==> config.mk <==
export PLATFORM = sky130hd
export DESIGN_NAME = irt_dual_counter_timer
export DESIGN_NICKNAME = d
export VERILOG_FILES = /design/src/rtl/irt_dual_counter_timer.v
export VERILOG_INCLUDE_DIRS = /design/src /design/src/rtl
export SDC_FILE = /design/constraint.sdc
export NUM_CORES = 1
export LEC_CHECK = 0
export ABC_AREA = 1
export BUFFER_PORTS_ARGS = -buffer_cell sky130_fd_sc_hd__buf_2
export CAP_MARGIN = 25
export CORE_MARGIN = 5
export CORE_UTILIZATION = 55
export CTS_BUF_LIST = sky130_fd_sc_hd__clkbuf_8
export DETAILED_ROUTE_END_ITERATION = 8
export PLACE_DENSITY = 0.72
export SLEW_MARGIN = 5
export SYNTH_ARGS = -nofsm -noshare
export SYNTH_HDL_FRONTEND = slang
export SYNTH_SLANG_ARGS = --single-unit
export TNS_END_PERCENT = 20
==> constraint.sdc <==
create_clock -name clk_i -period 5.6 [get_ports clk_i]
set_input_delay 1.12 -clock clk_i [delete_from_list [all_inputs] [get_ports clk_i]]
set_output_delay 1.12 -clock clk_i [all_outputs]
set_load 0.05 [all_outputs]
==> src/rtl/irt_consts.vh <==
`ifndef IRT_CONSTS_VH
`define IRT_CONSTS_VH

// Register indices on the plain register port.
`define IRT_ADDR_SHORT_CTRL 3'h0
`define IRT_ADDR_SHARED_CTRL 3'h1
`define IRT_ADDR_LONG_CTRL 3'h2
`define IRT_ADDR_SYNC_CTRL 3'h3
`define IRT_ADDR_SHORT_RELOAD_HIGH 3'h4
`define IRT_ADDR_SHORT_RELOAD_LOW 3'h5
`define IRT_ADDR_LONG_RELOAD_UPPER 3'h6
`define IRT_ADDR_LONG_RELOAD_LOWER 3'h7
// Capture registers use the second bank (address bit 3 set).
`define IRT_ADDR_SHORT_CAP_RISE 4'h8
`define IRT_ADDR_SHORT_CAP_FALL 4'h9
`define IRT_ADDR_LONG_CAP_UPPER 4'hA
`define IRT_ADDR_LONG_CAP_LOWER 4'hB

// Control bit positions.
`define IRT_BIT_ENABLE 7
`define IRT_BIT_ONESHOT 6
`define IRT_BIT_TIMEOUT 5
`define IRT_BIT_CAP_IE 2
`define IRT_BIT_TMO_IE 1
`define IRT_BIT_PIN_SEL 0
`define IRT_BIT_MODE 7
`define IRT_BIT_RX_SEL 6
`define IRT_BIT_SYNC 5
`define IRT_SYNC_RESERVED 5'h1F

// Transmit submode codes.
`define IRT_SUB_NORMAL 2'h0
`define IRT_SUB_ALT 2'h1
`define IRT_SUB_FORCE0 2'h2
`define IRT_SUB_FORCE1 2'h3

// Edge selection codes.
`define IRT_EDGE_FALL 2'h0
`define IRT_EDGE_RISE 2'h1
`define IRT_EDGE_BOTH 2'h2

// Glitch filter widths in counter-clock cycles.
`define IRT_GLITCH_SHORT 4'h4
`define IRT_GLITCH_LONG 4'h8

`endif

==> src/rtl/irt_dual_counter_timer.v <==
// Notes on behaviour
// Transmit: long one-shot bit 0 reloads at terminal count, 1 halts.
// Demodulation: bit 0 captures every edge; 1 captures first edge only.
// Long expiry flag sets at terminal count; cleared by writing 1 only.
// Capture and expiry interrupt-allow bits each gate their own source of the one long-counter request.
// Pin-select bit puts port data or long output on second timer pin.
// Sync register: long enable bit 7, short 6, lockstep 5, low bits read ones.
// Input stage picks receive pin, detects chosen edges, filters narrow glitches.
// Short output idles inverted; on enable takes initial level and loads reload.
// Short one-shot counts to zero, stops, toggles, sets expiry, may interrupt.
// Short modulo-N toggles each terminal count; expiry once per two phases.
// Reload registers writable anytime; new values used at next load.
// Start count 1 forbidden; zero wraps to all ones without expiry.
// Software stops counters and clears flags in separate writes.
// Software sets all reloads to ones before demodulation.
// Short demod: start on first edge, capture complement by edge kind, restart.
// Demodulation: zero sets expiry, may interrupt, continues from all ones.
// Long output idles inverted; submodes 10 and 11 force its level on the second timer pin to 0 or 1, not long_output_o.
// Long enable loads upper*256+lower; zero toggles, expires, halts or reloads.
// Long demod, ignore clear: capture on each later edge and reload all ones.
// Ignore set: later edges ignored, short timeout captures, rewrite re-arms.
// Alternating mode hands off between one-shot counters; submode 00 stops it.
// Software disables counters and clears flags before alternating mode.
// Shared mode bit: 0 transmit, 1 demodulation for both counters.
// Enabled counters decrement per prescaled tick and hold when disabled.
`timescale 1ns/1ps
`default_nettype none
`include "irt_consts.vh"

module irt_dual_counter_timer #(
	parameter SHORT_W = 8,
	parameter LONG_W = 16
) (
	// Clock and reset.
	input wire clk_i,
	input wire rst_i,
	// Register port.
	input wire [3:0] addr_i,
	input wire [7:0] wdata_i,
	input wire wr_i,
	input wire rd_i,
	output reg [7:0] rdata_o,
	// Pins.
	input wire receive_pin_a_i,
	input wire receive_pin_b_i,
	input wire port_data_i,
	output reg second_timer_pin_o,
	output reg short_output_o,
	output reg long_output_o,
	// Interrupt requests.
	output wire short_irq_o,
	output wire long_irq_o
);

	// ------------------------------------------------------------
	// Registers
	// ------------------------------------------------------------
	reg short_en_reg, short_oneshot_reg, short_tmo_reg, short_cap_ie_reg, short_tmo_ie_reg;
	reg [1:0] short_pre_reg;
	reg long_en_reg, long_oneshot_reg, long_tmo_reg, long_cap_ie_reg, long_tmo_ie_reg, long_pin_select_reg;
	reg [1:0] long_prescale_select_reg;
	reg mode_reg, rx_sel_reg, sync_reg, init_short_reg, init_long_reg, rise_flag_reg, fall_flag_reg;
	reg [1:0] logic_edge_reg, submode_reg;
	reg [SHORT_W-1:0] short_reload_high_reg, short_reload_low_reg, short_count_reg;
	reg [SHORT_W-1:0] short_capture_rise_reg, short_capture_fall_reg;
	reg [7:0] long_reload_upper_reg, long_reload_lower_reg, long_capture_upper_reg, long_capture_lower_reg;
	reg [LONG_W-1:0] long_count_reg;
	reg short_phase_reg, short_started_reg, long_started_reg, long_armed_reg;
	reg short_irq_reg, long_irq_reg;
	reg [2:0] pre_reg;
	reg [3:0] glitch_cnt_reg;
	reg rx_filt_reg, rx_prev_reg;

	wire demod = mode_reg;
	wire [SHORT_W-1:0] s_ones = {SHORT_W{1'b1}};
	wire [LONG_W-1:0] l_ones = {LONG_W{1'b1}};
	wire [LONG_W-1:0] long_reload = {long_reload_upper_reg, long_reload_lower_reg};
	wire alt_mode = !demod && submode_reg == `IRT_SUB_ALT;

	// ------------------------------------------------------------
	// Prescaler ticks
	// ------------------------------------------------------------
	function tick_sel;
		input [1:0] sel;
		input [2:0] cnt;
		begin
			case (sel)
				2'd0: tick_sel = 1'b1;
				2'd1: tick_sel = cnt[0];
				2'd2: tick_sel = &cnt[1:0];
				default: tick_sel = &cnt;
			endcase
		end
	endfunction

	wire short_tick = tick_sel(short_pre_reg, pre_reg);
	wire long_tick = tick_sel(long_prescale_select_reg, pre_reg);

	// ------------------------------------------------------------
	// Input stage with glitch filter
	// ------------------------------------------------------------
	wire rx_raw = rx_sel_reg ? receive_pin_a_i : receive_pin_b_i;
	wire [3:0] glitch_w = submode_reg == 2'd1 ? `IRT_GLITCH_SHORT :
		submode_reg == 2'd2 ? `IRT_GLITCH_LONG : 4'h0;
	wire rise_evt = rx_filt_reg && !rx_prev_reg;
	wire fall_evt = !rx_filt_reg && rx_prev_reg;
	wire rise_q = demod && rise_evt && (logic_edge_reg == `IRT_EDGE_RISE || logic_edge_reg == `IRT_EDGE_BOTH);
	wire fall_q = demod && fall_evt && (logic_edge_reg == `IRT_EDGE_FALL || logic_edge_reg == `IRT_EDGE_BOTH);
	wire edge_q = rise_q || fall_q;

	always @(posedge clk_i or posedge rst_i) begin
		if (rst_i) begin
			pre_reg <= 3'h0;
			glitch_cnt_reg <= 4'h0;
			rx_filt_reg <= 1'b0;
			rx_prev_reg <= 1'b0;
		end else begin
			pre_reg <= pre_reg + 3'h1;
			rx_prev_reg <= rx_filt_reg;
			if (rx_raw == rx_filt_reg) begin
				glitch_cnt_reg <= 4'h0;
			end else if (glitch_cnt_reg + 4'h1 >= glitch_w) begin
				rx_filt_reg <= rx_raw;
				glitch_cnt_reg <= 4'h0;
			end else begin
				glitch_cnt_reg <= glitch_cnt_reg + 4'h1;
			end
		end
	end

	// ------------------------------------------------------------
	// Counter events
	// ------------------------------------------------------------
	wire wr_short = wr_i && addr_i == {1'b0, `IRT_ADDR_SHORT_CTRL};
	wire wr_shared = wr_i && addr_i == {1'b0, `IRT_ADDR_SHARED_CTRL};
	wire wr_long = wr_i && addr_i == {1'b0, `IRT_ADDR_LONG_CTRL};
	wire wr_sync = wr_i && addr_i == {1'b0, `IRT_ADDR_SYNC_CTRL};
	wire short_run = short_en_reg && (!demod || short_started_reg);
	wire long_run = long_en_reg && (!demod || long_started_reg);
	// Terminal count is reaching 1->0 on a tick; wrap from zero is not expiry.
	wire short_tc = short_run && short_tick && short_count_reg == {{(SHORT_W-1){1'b0}}, 1'b1};
	wire long_tc = long_run && long_tick && long_count_reg == {{(LONG_W-1){1'b0}}, 1'b1};
	wire short_expiry = short_tc && (demod || short_oneshot_reg || short_phase_reg);
	wire long_edge_ok = long_en_reg && (!long_oneshot_reg || long_armed_reg);
	wire long_cap_edge = demod && edge_q && long_edge_ok && long_started_reg;
	wire long_cap_tmo = demod && long_oneshot_reg && long_started_reg && short_expiry;
	wire short_cap_edge = demod && edge_q && short_en_reg && short_started_reg;

	// ------------------------------------------------------------
	// Short counter
	// ------------------------------------------------------------
	always @(posedge clk_i or posedge rst_i) begin
		if (rst_i) begin
			short_en_reg <= 1'b0;
			short_oneshot_reg <= 1'b0;
			short_tmo_reg <= 1'b0;
			short_pre_reg <= 2'h0;
			short_cap_ie_reg <= 1'b0;
			short_tmo_ie_reg <= 1'b0;
			short_count_reg <= {SHORT_W{1'b0}};
			short_phase_reg <= 1'b0;
			short_started_reg <= 1'b0;
			short_output_o <= 1'b1;
			short_capture_rise_reg <= {SHORT_W{1'b0}};
			short_capture_fall_reg <= {SHORT_W{1'b0}};
			short_irq_reg <= 1'b0;
		end else begin
			short_irq_reg <= (short_expiry && short_tmo_ie_reg) || (short_cap_edge && short_cap_ie_reg);
			if (short_expiry || (wr_short && !wdata_i[`IRT_BIT_TIMEOUT]) || !wr_short) begin
				if (short_expiry)
					short_tmo_reg <= 1'b1;
			end else begin
				short_tmo_reg <= 1'b0;
			end
			if (wr_short) begin
				short_oneshot_reg <= wdata_i[`IRT_BIT_ONESHOT];
				short_pre_reg <= wdata_i[4:3];
				short_cap_ie_reg <= wdata_i[`IRT_BIT_CAP_IE];
				short_tmo_ie_reg <= wdata_i[`IRT_BIT_TMO_IE];
			end
			if ((wr_short && wdata_i[`IRT_BIT_ENABLE] && !short_en_reg) ||
				(wr_sync && wdata_i[6] && !short_en_reg) || (alt_mode && long_tc)) begin
				short_en_reg <= 1'b1;
				short_started_reg <= 1'b0;
				short_phase_reg <= 1'b0;
				short_output_o <= init_short_reg;
				short_count_reg <= demod ? s_ones : (init_short_reg ? short_reload_high_reg : short_reload_low_reg);
			end else if ((wr_short && !wdata_i[`IRT_BIT_ENABLE]) || (wr_sync && !wdata_i[6])) begin
				short_en_reg <= 1'b0;
			end else if (!short_en_reg) begin
				short_output_o <= !init_short_reg;
			end else if (demod) begin
				if (edge_q && !short_started_reg) begin
					short_started_reg <= 1'b1;
					short_count_reg <= s_ones;
				end else if (short_cap_edge) begin
					if (rise_q)
						short_capture_rise_reg <= ~short_count_reg;
					else
						short_capture_fall_reg <= ~short_count_reg;
					short_count_reg <= s_ones;
				end else if (short_run && short_tick) begin
					short_count_reg <= short_count_reg - {{(SHORT_W-1){1'b0}}, 1'b1};
				end
			end else if (short_tick) begin
				if (short_tc) begin
					short_output_o <= !short_output_o;
					if (short_oneshot_reg) begin
						short_count_reg <= {SHORT_W{1'b0}};
						short_en_reg <= 1'b0;
					end else begin
						short_phase_reg <= !short_phase_reg;
						short_count_reg <= short_output_o ? short_reload_low_reg : short_reload_high_reg;
					end
				end else begin
					short_count_reg <= short_count_reg - {{(SHORT_W-1){1'b0}}, 1'b1};
				end
			end
		end
	end

	// ------------------------------------------------------------
	// Long counter
	// ------------------------------------------------------------
	always @(posedge clk_i or posedge rst_i) begin
		if (rst_i) begin
			long_en_reg <= 1'b0;
			long_oneshot_reg <= 1'b0;
			long_tmo_reg <= 1'b0;
			long_prescale_select_reg <= 2'h0;
			long_cap_ie_reg <= 1'b0;
			long_tmo_ie_reg <= 1'b0;
			long_pin_select_reg <= 1'b0;
			long_count_reg <= {LONG_W{1'b0}};
			long_started_reg <= 1'b0;
			long_armed_reg <= 1'b1;
			long_output_o <= 1'b1;
			long_capture_upper_reg <= 8'h00;
			long_capture_lower_reg <= 8'h00;
			long_irq_reg <= 1'b0;
		end else begin
			long_irq_reg <= (long_tc && long_tmo_ie_reg) || ((long_cap_edge || long_cap_tmo) && long_cap_ie_reg);
			if (long_tc)
				long_tmo_reg <= 1'b1;
			else if (wr_long && wdata_i[`IRT_BIT_TIMEOUT])
				long_tmo_reg <= 1'b0;
			if (wr_long) begin
				long_oneshot_reg <= wdata_i[`IRT_BIT_ONESHOT];
				if (!long_oneshot_reg && wdata_i[`IRT_BIT_ONESHOT])
					long_armed_reg <= 1'b1;
				long_prescale_select_reg <= wdata_i[4:3];
				long_cap_ie_reg <= wdata_i[`IRT_BIT_CAP_IE];
				long_tmo_ie_reg <= wdata_i[`IRT_BIT_TMO_IE];
				long_pin_select_reg <= wdata_i[`IRT_BIT_PIN_SEL];
			end
			if ((wr_long && wdata_i[`IRT_BIT_ENABLE] && !long_en_reg) ||
				(wr_sync && wdata_i[7] && !long_en_reg) || (alt_mode && short_tc)) begin
				long_en_reg <= 1'b1;
				long_started_reg <= 1'b0;
				long_armed_reg <= 1'b1;
				long_output_o <= init_long_reg;
				long_count_reg <= demod ? l_ones : long_reload;
			end else if ((wr_long && !wdata_i[`IRT_BIT_ENABLE]) || (wr_sync && !wdata_i[7])) begin
				long_en_reg <= 1'b0;
			end else if (!long_en_reg) begin
				long_output_o <= !init_long_reg;
			end else if (demod) begin
				if (edge_q && long_edge_ok && !long_started_reg) begin
					long_started_reg <= 1'b1;
					long_count_reg <= l_ones;
					if (long_oneshot_reg)
						long_armed_reg <= 1'b0;
				end else if (long_cap_edge) begin
					{long_capture_upper_reg, long_capture_lower_reg} <= ~long_count_reg;
					long_count_reg <= l_ones;
					if (long_oneshot_reg)
						long_armed_reg <= 1'b0;
				end else if (long_cap_tmo) begin
					{long_capture_upper_reg, long_capture_lower_reg} <= ~long_count_reg;
					if (long_tick)
						long_count_reg <= long_count_reg - {{(LONG_W-1){1'b0}}, 1'b1};
				end else if (long_run && long_tick) begin
					long_count_reg <= long_count_reg - {{(LONG_W-1){1'b0}}, 1'b1};
				end
			end else if (long_tick) begin
				if (long_tc) begin
					long_output_o <= !long_output_o;
					if (long_oneshot_reg) begin
						long_count_reg <= {LONG_W{1'b0}};
						long_en_reg <= 1'b0;
					end else begin
						long_count_reg <= long_reload;
					end
				end else begin
					long_count_reg <= long_count_reg - {{(LONG_W-1){1'b0}}, 1'b1};
				end
			end
		end
	end

	// ------------------------------------------------------------
	// Shared control, reloads and edge flags
	// ------------------------------------------------------------
	always @(posedge clk_i or posedge rst_i) begin
		if (rst_i) begin
			mode_reg <= 1'b0;
			rx_sel_reg <= 1'b0;
			logic_edge_reg <= 2'h0;
			submode_reg <= 2'h0;
			init_short_reg <= 1'b0;
			init_long_reg <= 1'b0;
			rise_flag_reg <= 1'b0;
			fall_flag_reg <= 1'b0;
			sync_reg <= 1'b0;
			short_reload_high_reg <= {SHORT_W{1'b0}};
			short_reload_low_reg <= {SHORT_W{1'b0}};
			long_reload_upper_reg <= 8'h00;
			long_reload_lower_reg <= 8'h00;
		end else begin
			if (wr_shared) begin
				mode_reg <= wdata_i[`IRT_BIT_MODE];
				rx_sel_reg <= wdata_i[`IRT_BIT_RX_SEL];
				logic_edge_reg <= wdata_i[5:4];
				submode_reg <= wdata_i[3:2];
				if (!demod) begin
					init_short_reg <= wdata_i[1];
					init_long_reg <= wdata_i[0];
				end
			end
			if (wr_sync)
				sync_reg <= wdata_i[`IRT_BIT_SYNC];
			// Edge flags: a set in the same cycle beats a write-one clear.
			if ((short_cap_edge || long_cap_edge) && rise_q)
				rise_flag_reg <= 1'b1;
			else if (wr_shared && demod && wdata_i[1])
				rise_flag_reg <= 1'b0;
			if ((short_cap_edge || long_cap_edge) && fall_q)
				fall_flag_reg <= 1'b1;
			else if (wr_shared && demod && wdata_i[0])
				fall_flag_reg <= 1'b0;
			if (wr_i && addr_i == {1'b0, `IRT_ADDR_SHORT_RELOAD_HIGH})
				short_reload_high_reg <= wdata_i[SHORT_W-1:0];
			if (wr_i && addr_i == {1'b0, `IRT_ADDR_SHORT_RELOAD_LOW})
				short_reload_low_reg <= wdata_i[SHORT_W-1:0];
			if (wr_i && addr_i == {1'b0, `IRT_ADDR_LONG_RELOAD_UPPER})
				long_reload_upper_reg <= wdata_i;
			if (wr_i && addr_i == {1'b0, `IRT_ADDR_LONG_RELOAD_LOWER})
				long_reload_lower_reg <= wdata_i;
		end
	end

	// ------------------------------------------------------------
	// Outputs and read port
	// ------------------------------------------------------------
	assign short_irq_o = short_irq_reg;
	assign long_irq_o = long_irq_reg;

	// Forced levels override the long output whether or not it is enabled.
	wire long_pin_level = (!demod && submode_reg == `IRT_SUB_FORCE0) ? 1'b0 :
		(!demod && submode_reg == `IRT_SUB_FORCE1) ? 1'b1 : long_output_o;

	always @(posedge clk_i or posedge rst_i) begin
		if (rst_i) begin
			second_timer_pin_o <= 1'b0;
			rdata_o <= 8'h00;
		end else begin
			second_timer_pin_o <= long_pin_select_reg ? long_pin_level : port_data_i;
			if (rd_i) begin
				case (addr_i)
					{1'b0, `IRT_ADDR_SHORT_CTRL}: rdata_o <= {short_en_reg, short_oneshot_reg, short_tmo_reg,
						short_pre_reg, short_cap_ie_reg, short_tmo_ie_reg, 1'b0};
					{1'b0, `IRT_ADDR_SHARED_CTRL}: rdata_o <= {mode_reg, rx_sel_reg, logic_edge_reg, submode_reg,
						demod ? rise_flag_reg : init_short_reg, demod ? fall_flag_reg : init_long_reg};
					{1'b0, `IRT_ADDR_LONG_CTRL}: rdata_o <= {long_en_reg, long_oneshot_reg, long_tmo_reg,
						long_prescale_select_reg, long_cap_ie_reg, long_tmo_ie_reg, long_pin_select_reg};
					{1'b0, `IRT_ADDR_SYNC_CTRL}: rdata_o <= {long_en_reg, short_en_reg, sync_reg,
						`IRT_SYNC_RESERVED};
					{1'b0, `IRT_ADDR_SHORT_RELOAD_HIGH}: rdata_o <= short_reload_high_reg;
					{1'b0, `IRT_ADDR_SHORT_RELOAD_LOW}: rdata_o <= short_reload_low_reg;
					{1'b0, `IRT_ADDR_LONG_RELOAD_UPPER}: rdata_o <= long_reload_upper_reg;
					{1'b0, `IRT_ADDR_LONG_RELOAD_LOWER}: rdata_o <= long_reload_lower_reg;
					`IRT_ADDR_SHORT_CAP_RISE: rdata_o <= short_capture_rise_reg;
					`IRT_ADDR_SHORT_CAP_FALL: rdata_o <= short_capture_fall_reg;
					`IRT_ADDR_LONG_CAP_UPPER: rdata_o <= long_capture_upper_reg;
					`IRT_ADDR_LONG_CAP_LOWER: rdata_o <= long_capture_lower_reg;
					default: rdata_o <= 8'h00;
				endcase
			end else begin
				rdata_o <= 8'h00;
			end
		end
	end

endmodule
`default_nettype wire

Word-level counts from Yosys, hierarchy flattened:

Index checks and enable logic that the tools add are counted.

* flip-flop bits (word level): 140
* latch bits: 0
* RAM bits: 0
* memory bits (read-only): 0
* input port bits: 19
* output and inout port bits: 13
* logic and storage cells: 334
* memories: 0

* add/sub/neg operators: 4
* multipliers: 0
* divide/modulo/power cells: 0
* magnitude comparators: 1
* eq/ne operators: 37
* shifts and indexed selects: 0
* muxes and demuxes: 104
* bitwise operators: 11
* reduce and logical (&&, ||, !) cells: 131

Operators by type and width (number)
* 2-to-1 mux 16 bit: 13
* 2-to-1 mux 8 bit: 18
* case mux 8 bit (12 select lines): 1
* 2-to-1 mux 1 bit: 66
* logical AND 1 bit: 62
* nonzero test 2 bit: 12
* logical OR 1 bit: 20
* AND reduction 4 bit: 5
* zero test 1 bit: 17
* equality test 16 x 1 -> 1 bit, second input constant: 1
* equality test 4 x 3 -> 1 bit, second input constant: 4
* equality test 4 bit, second input constant: 4
* 2-to-1 mux 4 bit: 4
* NOT 16 bit: 1
* subtractor 16 x 1 -> 16 bit, second input constant: 1
* AND reduction 7 bit: 2
* inequality test 3 x 1 -> 1 bit, second input constant: 4
* AND reduction 6 bit: 2
* equality test 2 bit, second input constant: 5
* NOT 1 bit: 9
* equality test 2 x 1 -> 1 bit, second input constant: 4
* equality test 4 x 2 -> 1 bit, second input constant: 2
* equality test 8 x 1 -> 1 bit, second input constant: 1
* NOT 8 bit: 1
* 19 further kinds: 29

Logic depth before layout (Yosys ltp):

Gate-level depths: netlist of the first run.

* word-level depth: 14
* gate-level depth with buffers: 17
* gate-level depth less buffers: 16

Worst setup path before layout of the first run:

OpenSTA, ideal clock, no wires.

* path type: input port to flip-flop
* from: in addr_i[3]
* to: reg long_count_reg[11]
* library setup time: 0.116 ns
* data arrival time: 2.206 ns
* data required time: 5.484 ns
* path slack: 3.278 ns
* stages: 13
* path buffers: 1
* cells stage by stage: nor2_4 -> nand2_1 -> nor2_1 -> nand2_1 -> nand2_1 -> inv_1 -> nand2_1 -> nand2_1 -> nand2_4 -> inv_4 -> buf_6 -> nand2_1 -> nand2_1

* word-level cells in the longest chain between the ends: 8
* elaborated cells between the ends (all ways): 20
* those cells by class: eq/ne (5); mux (1); reduce/logical (14)

RTL lines
* from (decl): RTL line irt_dual_counter_timer.v:38 `input wire [3:0] addr_i,`
* equality test 4 x 2 -> 1 bit (on tied branches): RTL line irt_dual_counter_timer.v:136, irt_dual_counter_timer.v:137
* logical AND 1 bit (on tied branches): RTL line irt_dual_counter_timer.v:136, irt_dual_counter_timer.v:137
* logical AND 1 bit (on tied branches) (2 in a row): RTL line irt_dual_counter_timer.v:256, irt_dual_counter_timer.v:257
* logical OR 1 bit (2 in a row): RTL line irt_dual_counter_timer.v:256 `` if ((wr_long && wdata_i[`IRT_BIT_ENABLE] && !long_en_reg) || ``
* inequality test 6 x 1 -> 1 bit (no line) (tied with other cells)
* AND reduction 5 bit (no line)
* to (signal assigned): RTL line irt_dual_counter_timer.v:262 `long_count_reg <= demod ? l_ones : long_reload;`
* to (signal assigned): RTL line irt_dual_counter_timer.v:270 `long_count_reg <= l_ones;`
* to (signal assigned): RTL line irt_dual_counter_timer.v:275 `long_count_reg <= l_ones;`
* to (decl): RTL line irt_dual_counter_timer.v:67 `reg [LONG_W-1:0] long_count_reg;`

Several ways; a longest one is shown, not always the timed one.
A chain may end at the register's enable or synchronous reset.

Worst setup path after layout of the first run:

* from: reg pre_reg[0]
* to: reg long_capture_lower_reg[0]

* word-level cells in the longest chain between the ends: 8
* elaborated cells between the ends (all ways): 12
* those cells by class: mux (1); bitwise (1); reduce/logical (10)

RTL lines
* from (decl): RTL line irt_dual_counter_timer.v:70 `reg [2:0] pre_reg;`
* from (signal assigned): RTL line irt_dual_counter_timer.v:118 `pre_reg <= pre_reg + 3'h1;`
* AND reduction 3 bit or AND reduction 2 bit (tied branches): RTL line irt_dual_counter_timer.v:91, irt_dual_counter_timer.v:90
* case mux 1 bit (3 select lines) (*): RTL line irt_dual_counter_timer.v:87 `case (sel)`
* logical AND 1 bit (*) (2 in a row): RTL line irt_dual_counter_timer.v:141 `wire short_tc = short_run && short_tick && short_count_reg == {{(SHORT_W-1){1'b0}}, 1'b1};`
* logical AND 1 bit (on tied branches): RTL line irt_dual_counter_timer.v:143, irt_dual_counter_timer.v:257
* logical AND 1 bit or logical OR 1 bit (tied branches): RTL line irt_dual_counter_timer.v:146, irt_dual_counter_timer.v:256
* nonzero test 2 bit (no line) or NOT 1 bit (tied branches)
* AND reduction 6 bit (no line) (*)
* to (signal assigned): RTL line irt_dual_counter_timer.v:274 `{long_capture_upper_reg, long_capture_lower_reg} <= ~long_count_reg;`
* to (signal assigned): RTL line irt_dual_counter_timer.v:279 `{long_capture_upper_reg, long_capture_lower_reg} <= ~long_count_reg;`
* to (decl): RTL line irt_dual_counter_timer.v:66 `reg [7:0] long_reload_upper_reg, long_reload_lower_reg, long_capture_upper_reg, long_capture_lower_reg;`

Mark *: on every way between the ends. The rest lies on a longest branch, timed or not.

==> metrics list, run 1 <==
* Hold violation count in the final report: 0
* Run status: completed
- First-pass GRT wire length: 38,700 um
* Setup slack after placement: around 2.4 ns
- After legalization and detailed placement, the total HPWL measured 18,100 um.
- Of the total synthesized cell area, the portion taken by XOR and XNOR cells is 0.0151.
- Counting instances, the worst hold path has a depth of 1.
- Adding up every negative setup slack in the final design gives 0 ns.
* Vias/cell: 5.68
* Worst Hold End: glitch_cnt_reg[0]$_DFF_PP0_
- Overall die width: 131 um
* Number of failing setup endpoints in the final timing report: 0
* Critical hold path startpoint: glitch_cnt_reg[0]$_DFF_PP0_
* Global routing usage summed across all routing layers: 0.281
* Pwr dens: 484 nW/um^2
* Synth area leader: dfrtp_1
- The slowest stage of the critical path belongs to the cell nand4_2.
- Max-cap violations in this run came to 0.
* Average wire length per cell after detail routing: 18.2 um
- Number of filler instances in the final layout: 1,399
- Path class of the lowest-slack min-delay path: flip-flop to flip-flop
* Slew headroom: 0.423
- Worst setup path class: flip-flop to flip-flop
- For the final database, setup skew stands at 0.0135 ns.
- Number of clock sinks seen by CTS: between 100 and 150
* Highest ir drop seen on vdd: 0.298 mV
- For this configuration, the core starts out at a cell density of 0.559.
* Synth Instances: between 1,000 and 1,500
* Post-synthesis cell area: 8100 um^2
* H-tree depth: 4
- For flop-to-flop paths, the worst setup slack is 2.60 ns.
* Simple-gate portion of the synthesized area: 0.303
- Port buffering added 31 buffers.
- In this run the deepest clock path goes through 2 buffers.
- Share of the synthesized area in the top cell type: 0.423
- Mean area per synthesized cell: 7.19 um^2
- Area occupied by registers: ~3500 um^2
* Number of resized instances in the post-cts repair step: 0
* Site row count: 44
* Aggregate routed wire length: 24,400 um
- Share of cells above drive strength 1: 0.0906
- Net count after synthesis: 1,157
* Final weighted congestion in routability-driven placement: 0.987
* Arr. time, crit path: 3.34 ns
- Entering global routing, the biggest net connects 98 pins.
- Of the total synthesized cell area, the portion taken by full adders, half adders and majority gates is 0.0170.
- In this run the standard cell core region covers around 14,000 um^2.
- Of the available clock period, the critical path in the final layout requires 0.535.
- Endpoint type of the worst setup path: flip-flop
- 32 I/O pins were placed.
- Clock root buffer: clkbuf_8
* Leading post-synthesis cells by cell area: dfrtp_1 42%, nand2_1 19%, o21ai_0 7.6%
* Max Fanout on Critical Path: 32
- Across all layers, the routed design uses 7,631 vias.
* Worst-path clk slew: 0.08 ns
* Count of nets left with antenna violations after detail routing: 0
* Type of element launching the critical path: flip-flop
- During synthesis, Yosys emitted a total of 0 warnings.
* Leakage power summed over all cells: 0.00453 uW
- After detailed routing, the number of remaining DRC violations is 0.
- Pins over their slew limit: 0
- Number of cell instances on the worst register-to-register path: 10
- Combinational family with the most area after synthesis: simple AND/OR/NAND/NOR gates
- Minimum clock period: 3.00 ns
* Initial DRC Count: 930
- Synthesized-area fraction occupied by ao, oa, aoi and oai cells: 0.153
* Slew at the pin closest to its max-slew limit: 0.866 ns
- Synthesis-to-layout area growth: 7.80%
* Post-layout nets: 1,176
- For this run, the register share of the synthesized area comes to 0.433.
- Before antenna repair, the detailed router went through 6 iterations.
- Fraction of synthesized area in multiplexers: 0.00139
* Leading register cell type out of synthesis: dfrtp_1
* Slowest stage delay, CP: just under 0.6 ns
- Once the clock tree was built, the setup fixing pass inserted 0 buffers.
- The clock reaches the later pin of the worst-skew pair after 0.45 ns.
- In this run, CTS created clock tree buffers numbering 17.
- Setup repair after global routing left no endpoint under its margin.
* Number of distinct library cells after synthesis: 46
* Reg2Reg Launch Point: pre_reg[0]$_DFF_PP0_
- Final core utilization: 0.603
* Area of the die: around 17,000 um^2
- Yosys mapped a number of flops with a built-in enable equal to 0.
- Proportion of register bits with asynchronous set or reset after synthesis: 1.00
* Reg-to-reg critical path endpoint: long_capture_lower_reg[0]$_DFFE_PP0P_
- Counting flops and latches in the post-synthesis netlist gives 140.
- In this run, post-CTS hold repair placed 0 buffers.
- Required time at the worst-slack endpoint: approximately 6.0 ns
* Die Span Y: 131 um
* Number of antenna violations at the first check in global routing: 0
* Max FFs per register: 16
- TritonCTS built the clock tree.
- Crit path cell chain: ha_1 > ha_1 > nand2_1 > nand3_1 > nand3_2 > nor2_4 > nand3_1 > o21ai_2 > nand4_2 > o21ai_0
- Global route total overflow: 0
* Area of the multi-input gates: 3960 um^2
* Number of global-route vias before repair: between 6,000 and 7,000
- Number of inserted diodes: 0
- Setup WS post-layout: about 2.6 ns
* Achievable Freq: ~0.33 GHz
-- cell usage in the layout (no fill, tap or decap), types with 9 or more instances in the layout --
cell type and instances:
nand2_1 400, dfrtp_1 137, o21ai_0 123, inv_1 115, nand3_1 73, nor2_1 62, buf_2 31, a21oi_1 30
o21ai_1 23, clkbuf_8 19, o22ai_1 13, ha_1 11, xor2_1 9
-- synth_stat cells (9+ instances only) --
library cell  count
a21oi_1          30
buf_2            14
clkbuf_1         15
dfrtp_1         137
ha_1             11
inv_1           113
nand2_1         400
nand3_1          73
nor2_1           62
o21ai_0         123
o21ai_1          23
o22ai_1          13
xor2_1            9
-- metrics by stage --
step                      power (uW)  hold WS [ns]  instance area (um^2)  instances
after floorplan                 2910         0.426                  8100       1127
after global placement          3350         0.453                  8340       1311
after detailed placement        3390         0.461                  8340       1311
after CTS                       4200         0.473                  8730       1343
after global routing            4550         0.483                  8730       1343
final                           4230         0.468                  8730       1343
-- worst max-delay path, delay by kind of cell, from the launching register on --
| family | cells | cell delay, ns |
|---|---|---|
| flops | 1 | 0.41 |
| simple gates | 6 | 1.50 |
| fa+ha+maj | 2 | 0.41 |
| compound gates | 2 | 0.55 |
-- metal layers --
layer | GRT usage | vias up | wire [um]
met5 | 0 | - | 0
met4 | 0.0886 | 0 | 600
met3 | 0.0520 | 47 | 1970
met2 | 0.404 | 336 | 10500
met1 | 0.432 | 3543 | 11300
li1 | - | 3705 | -
-- power breakdown --
| group | internal [uW] | switching (uW) |
|---|---|---|
| clock | 413 | 393 |
| combinational | 574 | 1150 |
| sequential | 1340 | 362 |
-- layout make-up --
cell class / instances / area share
multi-input combinational: 831 / 0.454
sequential: 140 / 0.402
inverter: 122 / 0.0533
clock buffer: 19 / 0.0300
tap: 184 / 0.0264
timing repair buffer: 34 / 0.0203
clock inverter: 13 / 0.0148
-- kinds of logic (layout without fill, tap and decap cells) --
| kind of cell | Yosys count | in the layout |
|---|---|---|
| AO/OA/AOI/OAI | 222 | 222 |
| XOR/XNOR | 14 | 14 |
| adder cells (fa/ha/maj) | 11 | 11 |
| buffers and inverters | 156 | 188 |
| flip-flops | 140 | 140 |
| multiplexers | 1 | 1 |
| AND/OR/NAND/NOR | 583 | 583 |
-- worst max-delay path by stage --
stage	start	endpoint	slack (ns)	cells past startpoint
after floorplan	rst_i	demod$_DFFE_PP0P_	0.73	1
after global placement	addr_i[3]	long_capture_lower_reg[1]$_DFFE_PP0P_	2.47	9
after detailed placement	addr_i[3]	long_capture_lower_reg[1]$_DFFE_PP0P_	2.37	9
after CTS	pre_reg[0]$_DFF_PP0_	long_capture_lower_reg[0]$_DFFE_PP0P_	2.67	10
after global routing	pre_reg[0]$_DFF_PP0_	long_capture_lower_reg[0]$_DFFE_PP0P_	2.32	10
final	pre_reg[0]$_DFF_PP0_	long_capture_lower_reg[0]$_DFFE_PP0P_	2.60	10
No activity file was read; power rests on OpenSTA's default activity.
==> run 2, diff against run 1 <==
==> constraint.sdc (replaced) <==
create_clock -name clk_i -period 3 [get_ports clk_i]
set_input_delay 0.6 -clock clk_i [delete_from_list [all_inputs] [get_ports clk_i]]
set_output_delay 0.6 -clock clk_i [all_outputs]
set_load 0.05 [all_outputs]
==> metrics list, run 2 (same netlist as run 1, synthesis figures left out) <==
- Post-layout nets: 1,183 (was 1,176)
- Number of filler instances in the final layout: 1,339 (was 1,399)
- Share of cells above drive strength 1: 0.0978 (was 0.0906)
* Total CTS buffers: 17 (unchanged)
- The final design utilization came to 0.611 (was 0.603).
* Setup repair after global routing missed its margin: no (unchanged)
- Arr. time, crit path: 2.87 ns (was 3.34 ns)
* Endpoint type of the worst setup path: flip-flop (unchanged)
- The first-pass detailed-route iteration total is 6 (unchanged).
- Worst path slowest cell: dfrtp_1 (was nand4_2)
* DR vias: 7,604 (was 7,631)
- The critical path start-end classification was flip-flop to flip-flop (unchanged).
- The combined buffer and inverter count along the critical path came to 0 (unchanged).
- The most common cell after layout, fill and taps aside is nand2_1 (unchanged).
- The cell at the root of the clock tree is clkbuf_8 (unchanged).
- The worst relative slew slack came to 0.560 (was 0.423).
- Post-Layout Inst Area: 8840 um^2 (was 8730 um^2)
- Number of inserted diodes: 0 (unchanged)
* Run status: completed (unchanged)
- The post-CTS resize count was 0 (unchanged).
* Overall power after layout: 8010 uW (was 4230 uW)
- The summed negative setup slack over all endpoints was 0 ns (unchanged).
- The standard-cell row count is 44 (unchanged).
* Largest net degree at the start of global routing: 76 (was 98)
- The number of buffers inserted for hold repair after clock tree synthesis came to 0 (unchanged).
- Initial Util: 0.559 (unchanged)
- Most numerous cell on the critical path: nand2_1
- Pins over their slew limit: 0 (unchanged)
- The horizontal die dimension is 131 um (unchanged).
* CTS tree: yes (unchanged)
* Hold violation count in the final report: 0 (unchanged)
* Required time at the worst-slack endpoint: 3.40 ns (was 5.95 ns)
* Cell Area, Placed: 8420 um^2 (was 8340 um^2)
* Internal reg-to-reg setup slack: 0.52 ns (was 2.60 ns)
- The worst flop-to-flop path startpoint is pre_reg[0]$_DFF_PP0_ (unchanged).
- Count of nets left with antenna violations after detail routing: 0 (unchanged)
- The number of buffers inserted by port buffering came to 31 (unchanged).
- The largest vdd supply drop came to 0.539 mV (was 0.298 mV).
* Aggregate routed wire length: 24,200 um (was 24,400 um)
* Most frequent cells in the layout: 400 x nand2_1, 137 x dfrtp_1, 123 x o21ai_0 (unchanged)
- The I/O pin total is 32 (unchanged).
- Sum of net half-perimeters after detailed placement: 18,200 um (was 18,100 um)
- Crit. path cell count: 12 (was 10)
- The critical path's largest stage delay is 0.40 ns (was 0.59 ns).
- The total of endpoints with negative setup slack in the final report came to 0 (unchanged).
- The routability congestion estimate came to 1.01 (was 0.987).
* Path class of the lowest-slack min-delay path: input pin to async pin (was flip-flop to flip-flop)
- The minimum hold slack is 0.0677 ns (was 0.468 ns).
- Number of clock sinks seen by CTS: 140 (unchanged)
- Pwr dens: 906 nW/um^2 (was 484 nW/um^2)
- CORE AREA: 14,500 um^2 (unchanged)
- The met1 routing resource usage after global routing came to 0.417 (was 0.432).
- The worst clock skew came to 0.0138 ns (was 0.0135 ns).
* End point of the critical path: short_count_reg[6]$_DFFE_PP0P_ (was long_capture_lower_reg[0]$_DFFE_PP0P_)
* Area of the die: 17,300 um^2 (unchanged)
* Global routing usage summed across all routing layers: 0.283 (was 0.281)
* Post-CTS setup buffers: 0 (unchanged)
- Number of global-route vias before repair: 7,124 (was 6,857)
- The maximum fanout encountered on the critical timing path came to 16 (was 32).
* Worst-path clk slew: 0.08 ns (about the same)
* CP top delay family: simple AND/OR/NAND/NOR gates (unchanged)
- The wire length of the first global-routing pass is 38,900 um (was 38,700 um).
- Reg-to-reg critical path endpoint: short_count_reg[6]$_DFFE_PP0P_ (was long_capture_lower_reg[0]$_DFFE_PP0P_)
* Number of antenna violations at the first check in global routing: 0 (unchanged)
* Clock Path Buffers: 2 (unchanged)
- The post-detailed-route DRC marker count is 0 (unchanged).
* GR met3 Demand/Resource: 0.0631 (was 0.0520)
- The leakage power came to 0.00458 uW (was 0.00453 uW).
- The number of flip-flops under the largest register name is 16 (unchanged).
- Achievable Freq: 0.404 GHz (was 0.334 GHz)
- The layout overhead on the synthesized area is 9.19% (was 7.80%).
- Number of cell instances on the worst register-to-register path: 12 (was 10)
* Vias/cell: 5.63 (was 5.68)
- Type of element launching the critical path: flip-flop (unchanged)
- The routed length per instance came to 18.0 um (was 18.2 um).
* Period Utilization, post-route: 0.826 (was 0.535)
- The actual transition at the worst max-transition pin is 0.659 ns (was 0.866 ns).
- The insertion delay to the later sink of the worst-skew pair came to 0.47 ns (was 0.45 ns).
- Die Span Y: 131 um (unchanged)
- The met2 layer usage reported by global route is 0.407 (was 0.404).
- The count of routing violations after the opening detailed-route iteration was 905 (was 930).
- The layer carrying the most global-route usage is met1 (unchanged).
- Critical path launch point: pre_reg[0]$_DFF_PP0_ (unchanged)
- The H-tree depth reported by CTS was 4 (unchanged).
- The leftover overflow at the end of global routing was 0 (unchanged).
- Crit path cell chain: ha_1 > ha_1 > nand2_1 > nand3_1 > nand3_2 > nor2_4 > nand2_1 > nand2_2 > nor2_1 > nor2_4 > nand2_1 > nand2_1 (was ha_1 > ha_1 > nand2_1 > nand3_1 > nand3_2 > nor2_4 > nand3_1 > o21ai_2 > nand4_2 > o21ai_0)
- The clock period minus worst slack is 2.48 ns (was 3.00 ns).
- The number of maximum-capacitance constraint violations is 0 (unchanged).
run 2: cell types whose count changed in the layout (fill, tap and decap cells not counted):
cell,delta
nand4_2,-1
bufinv_16,+1
nand4_4,+1
buf_12,+2
inv_6,+1
buf_4,+5
clkinv_4,+1
clkbuf_8,-1
inv_1,-2
run 2: how the worst min path moves through the flow:
stage | from | endpoint | slack, ns
5_1_grt | rst_i | rdata_o[3]$_DFF_PP0_ | 0.07
3_5_place_dp | glitch_cnt_reg[0]$_DFF_PP0_ | glitch_cnt_reg[0]$_DFF_PP0_ | 0.46
3_3_place_gp | glitch_cnt_reg[0]$_DFF_PP0_ | glitch_cnt_reg[0]$_DFF_PP0_ | 0.45
4_1_cts | rst_i | rdata_o[3]$_DFF_PP0_ | 0.06
6_report | rst_i | rdata_o[3]$_DFF_PP0_ | 0.07
2_1_floorplan | rx_filt_reg$_DFFE_PP0P_ | rx_prev_reg$_DFF_PP0_ | 0.43
run 2: area by class of cell:
cell class,count,area [um^2],share of cell area
inverters,122,464,0.0525
flip-flops and latches,140,3510,0.397
repair buffers,41,255,0.0289
well taps,184,230,0.0260
clock buffers,18,248,0.0280
clock inverters,14,170,0.0192
multi-input cells,831,3970,0.449
run 2: stage by stage:
| step | cells | setup slack, ns |
|---|---|---|
| 2_1_floorplan | 1127 | 0.653 |
| 3_3_place_gp | 1318 | 0.378 |
| 3_5_place_dp | 1318 | 0.236 |
| 4_1_cts | 1350 | 0.246 |
| 5_1_grt | 1350 | 0.283 |
| 6_report | 1350 | 0.523 |
run 2: per-layer routing:
layer,part of all wire,vias to the layer above
li1,-,3723
met1,0.45,3441
met2,0.43,376
met3,0.092,64
met4,0.033,0
met5,0,-
run 2: power breakdown:
| part | internal [uW] | switching, uW |
|---|---|---|
| Clock | 845 | 751 |
| Combinational | 1090 | 2150 |
| Sequential | 2500 | 679 |
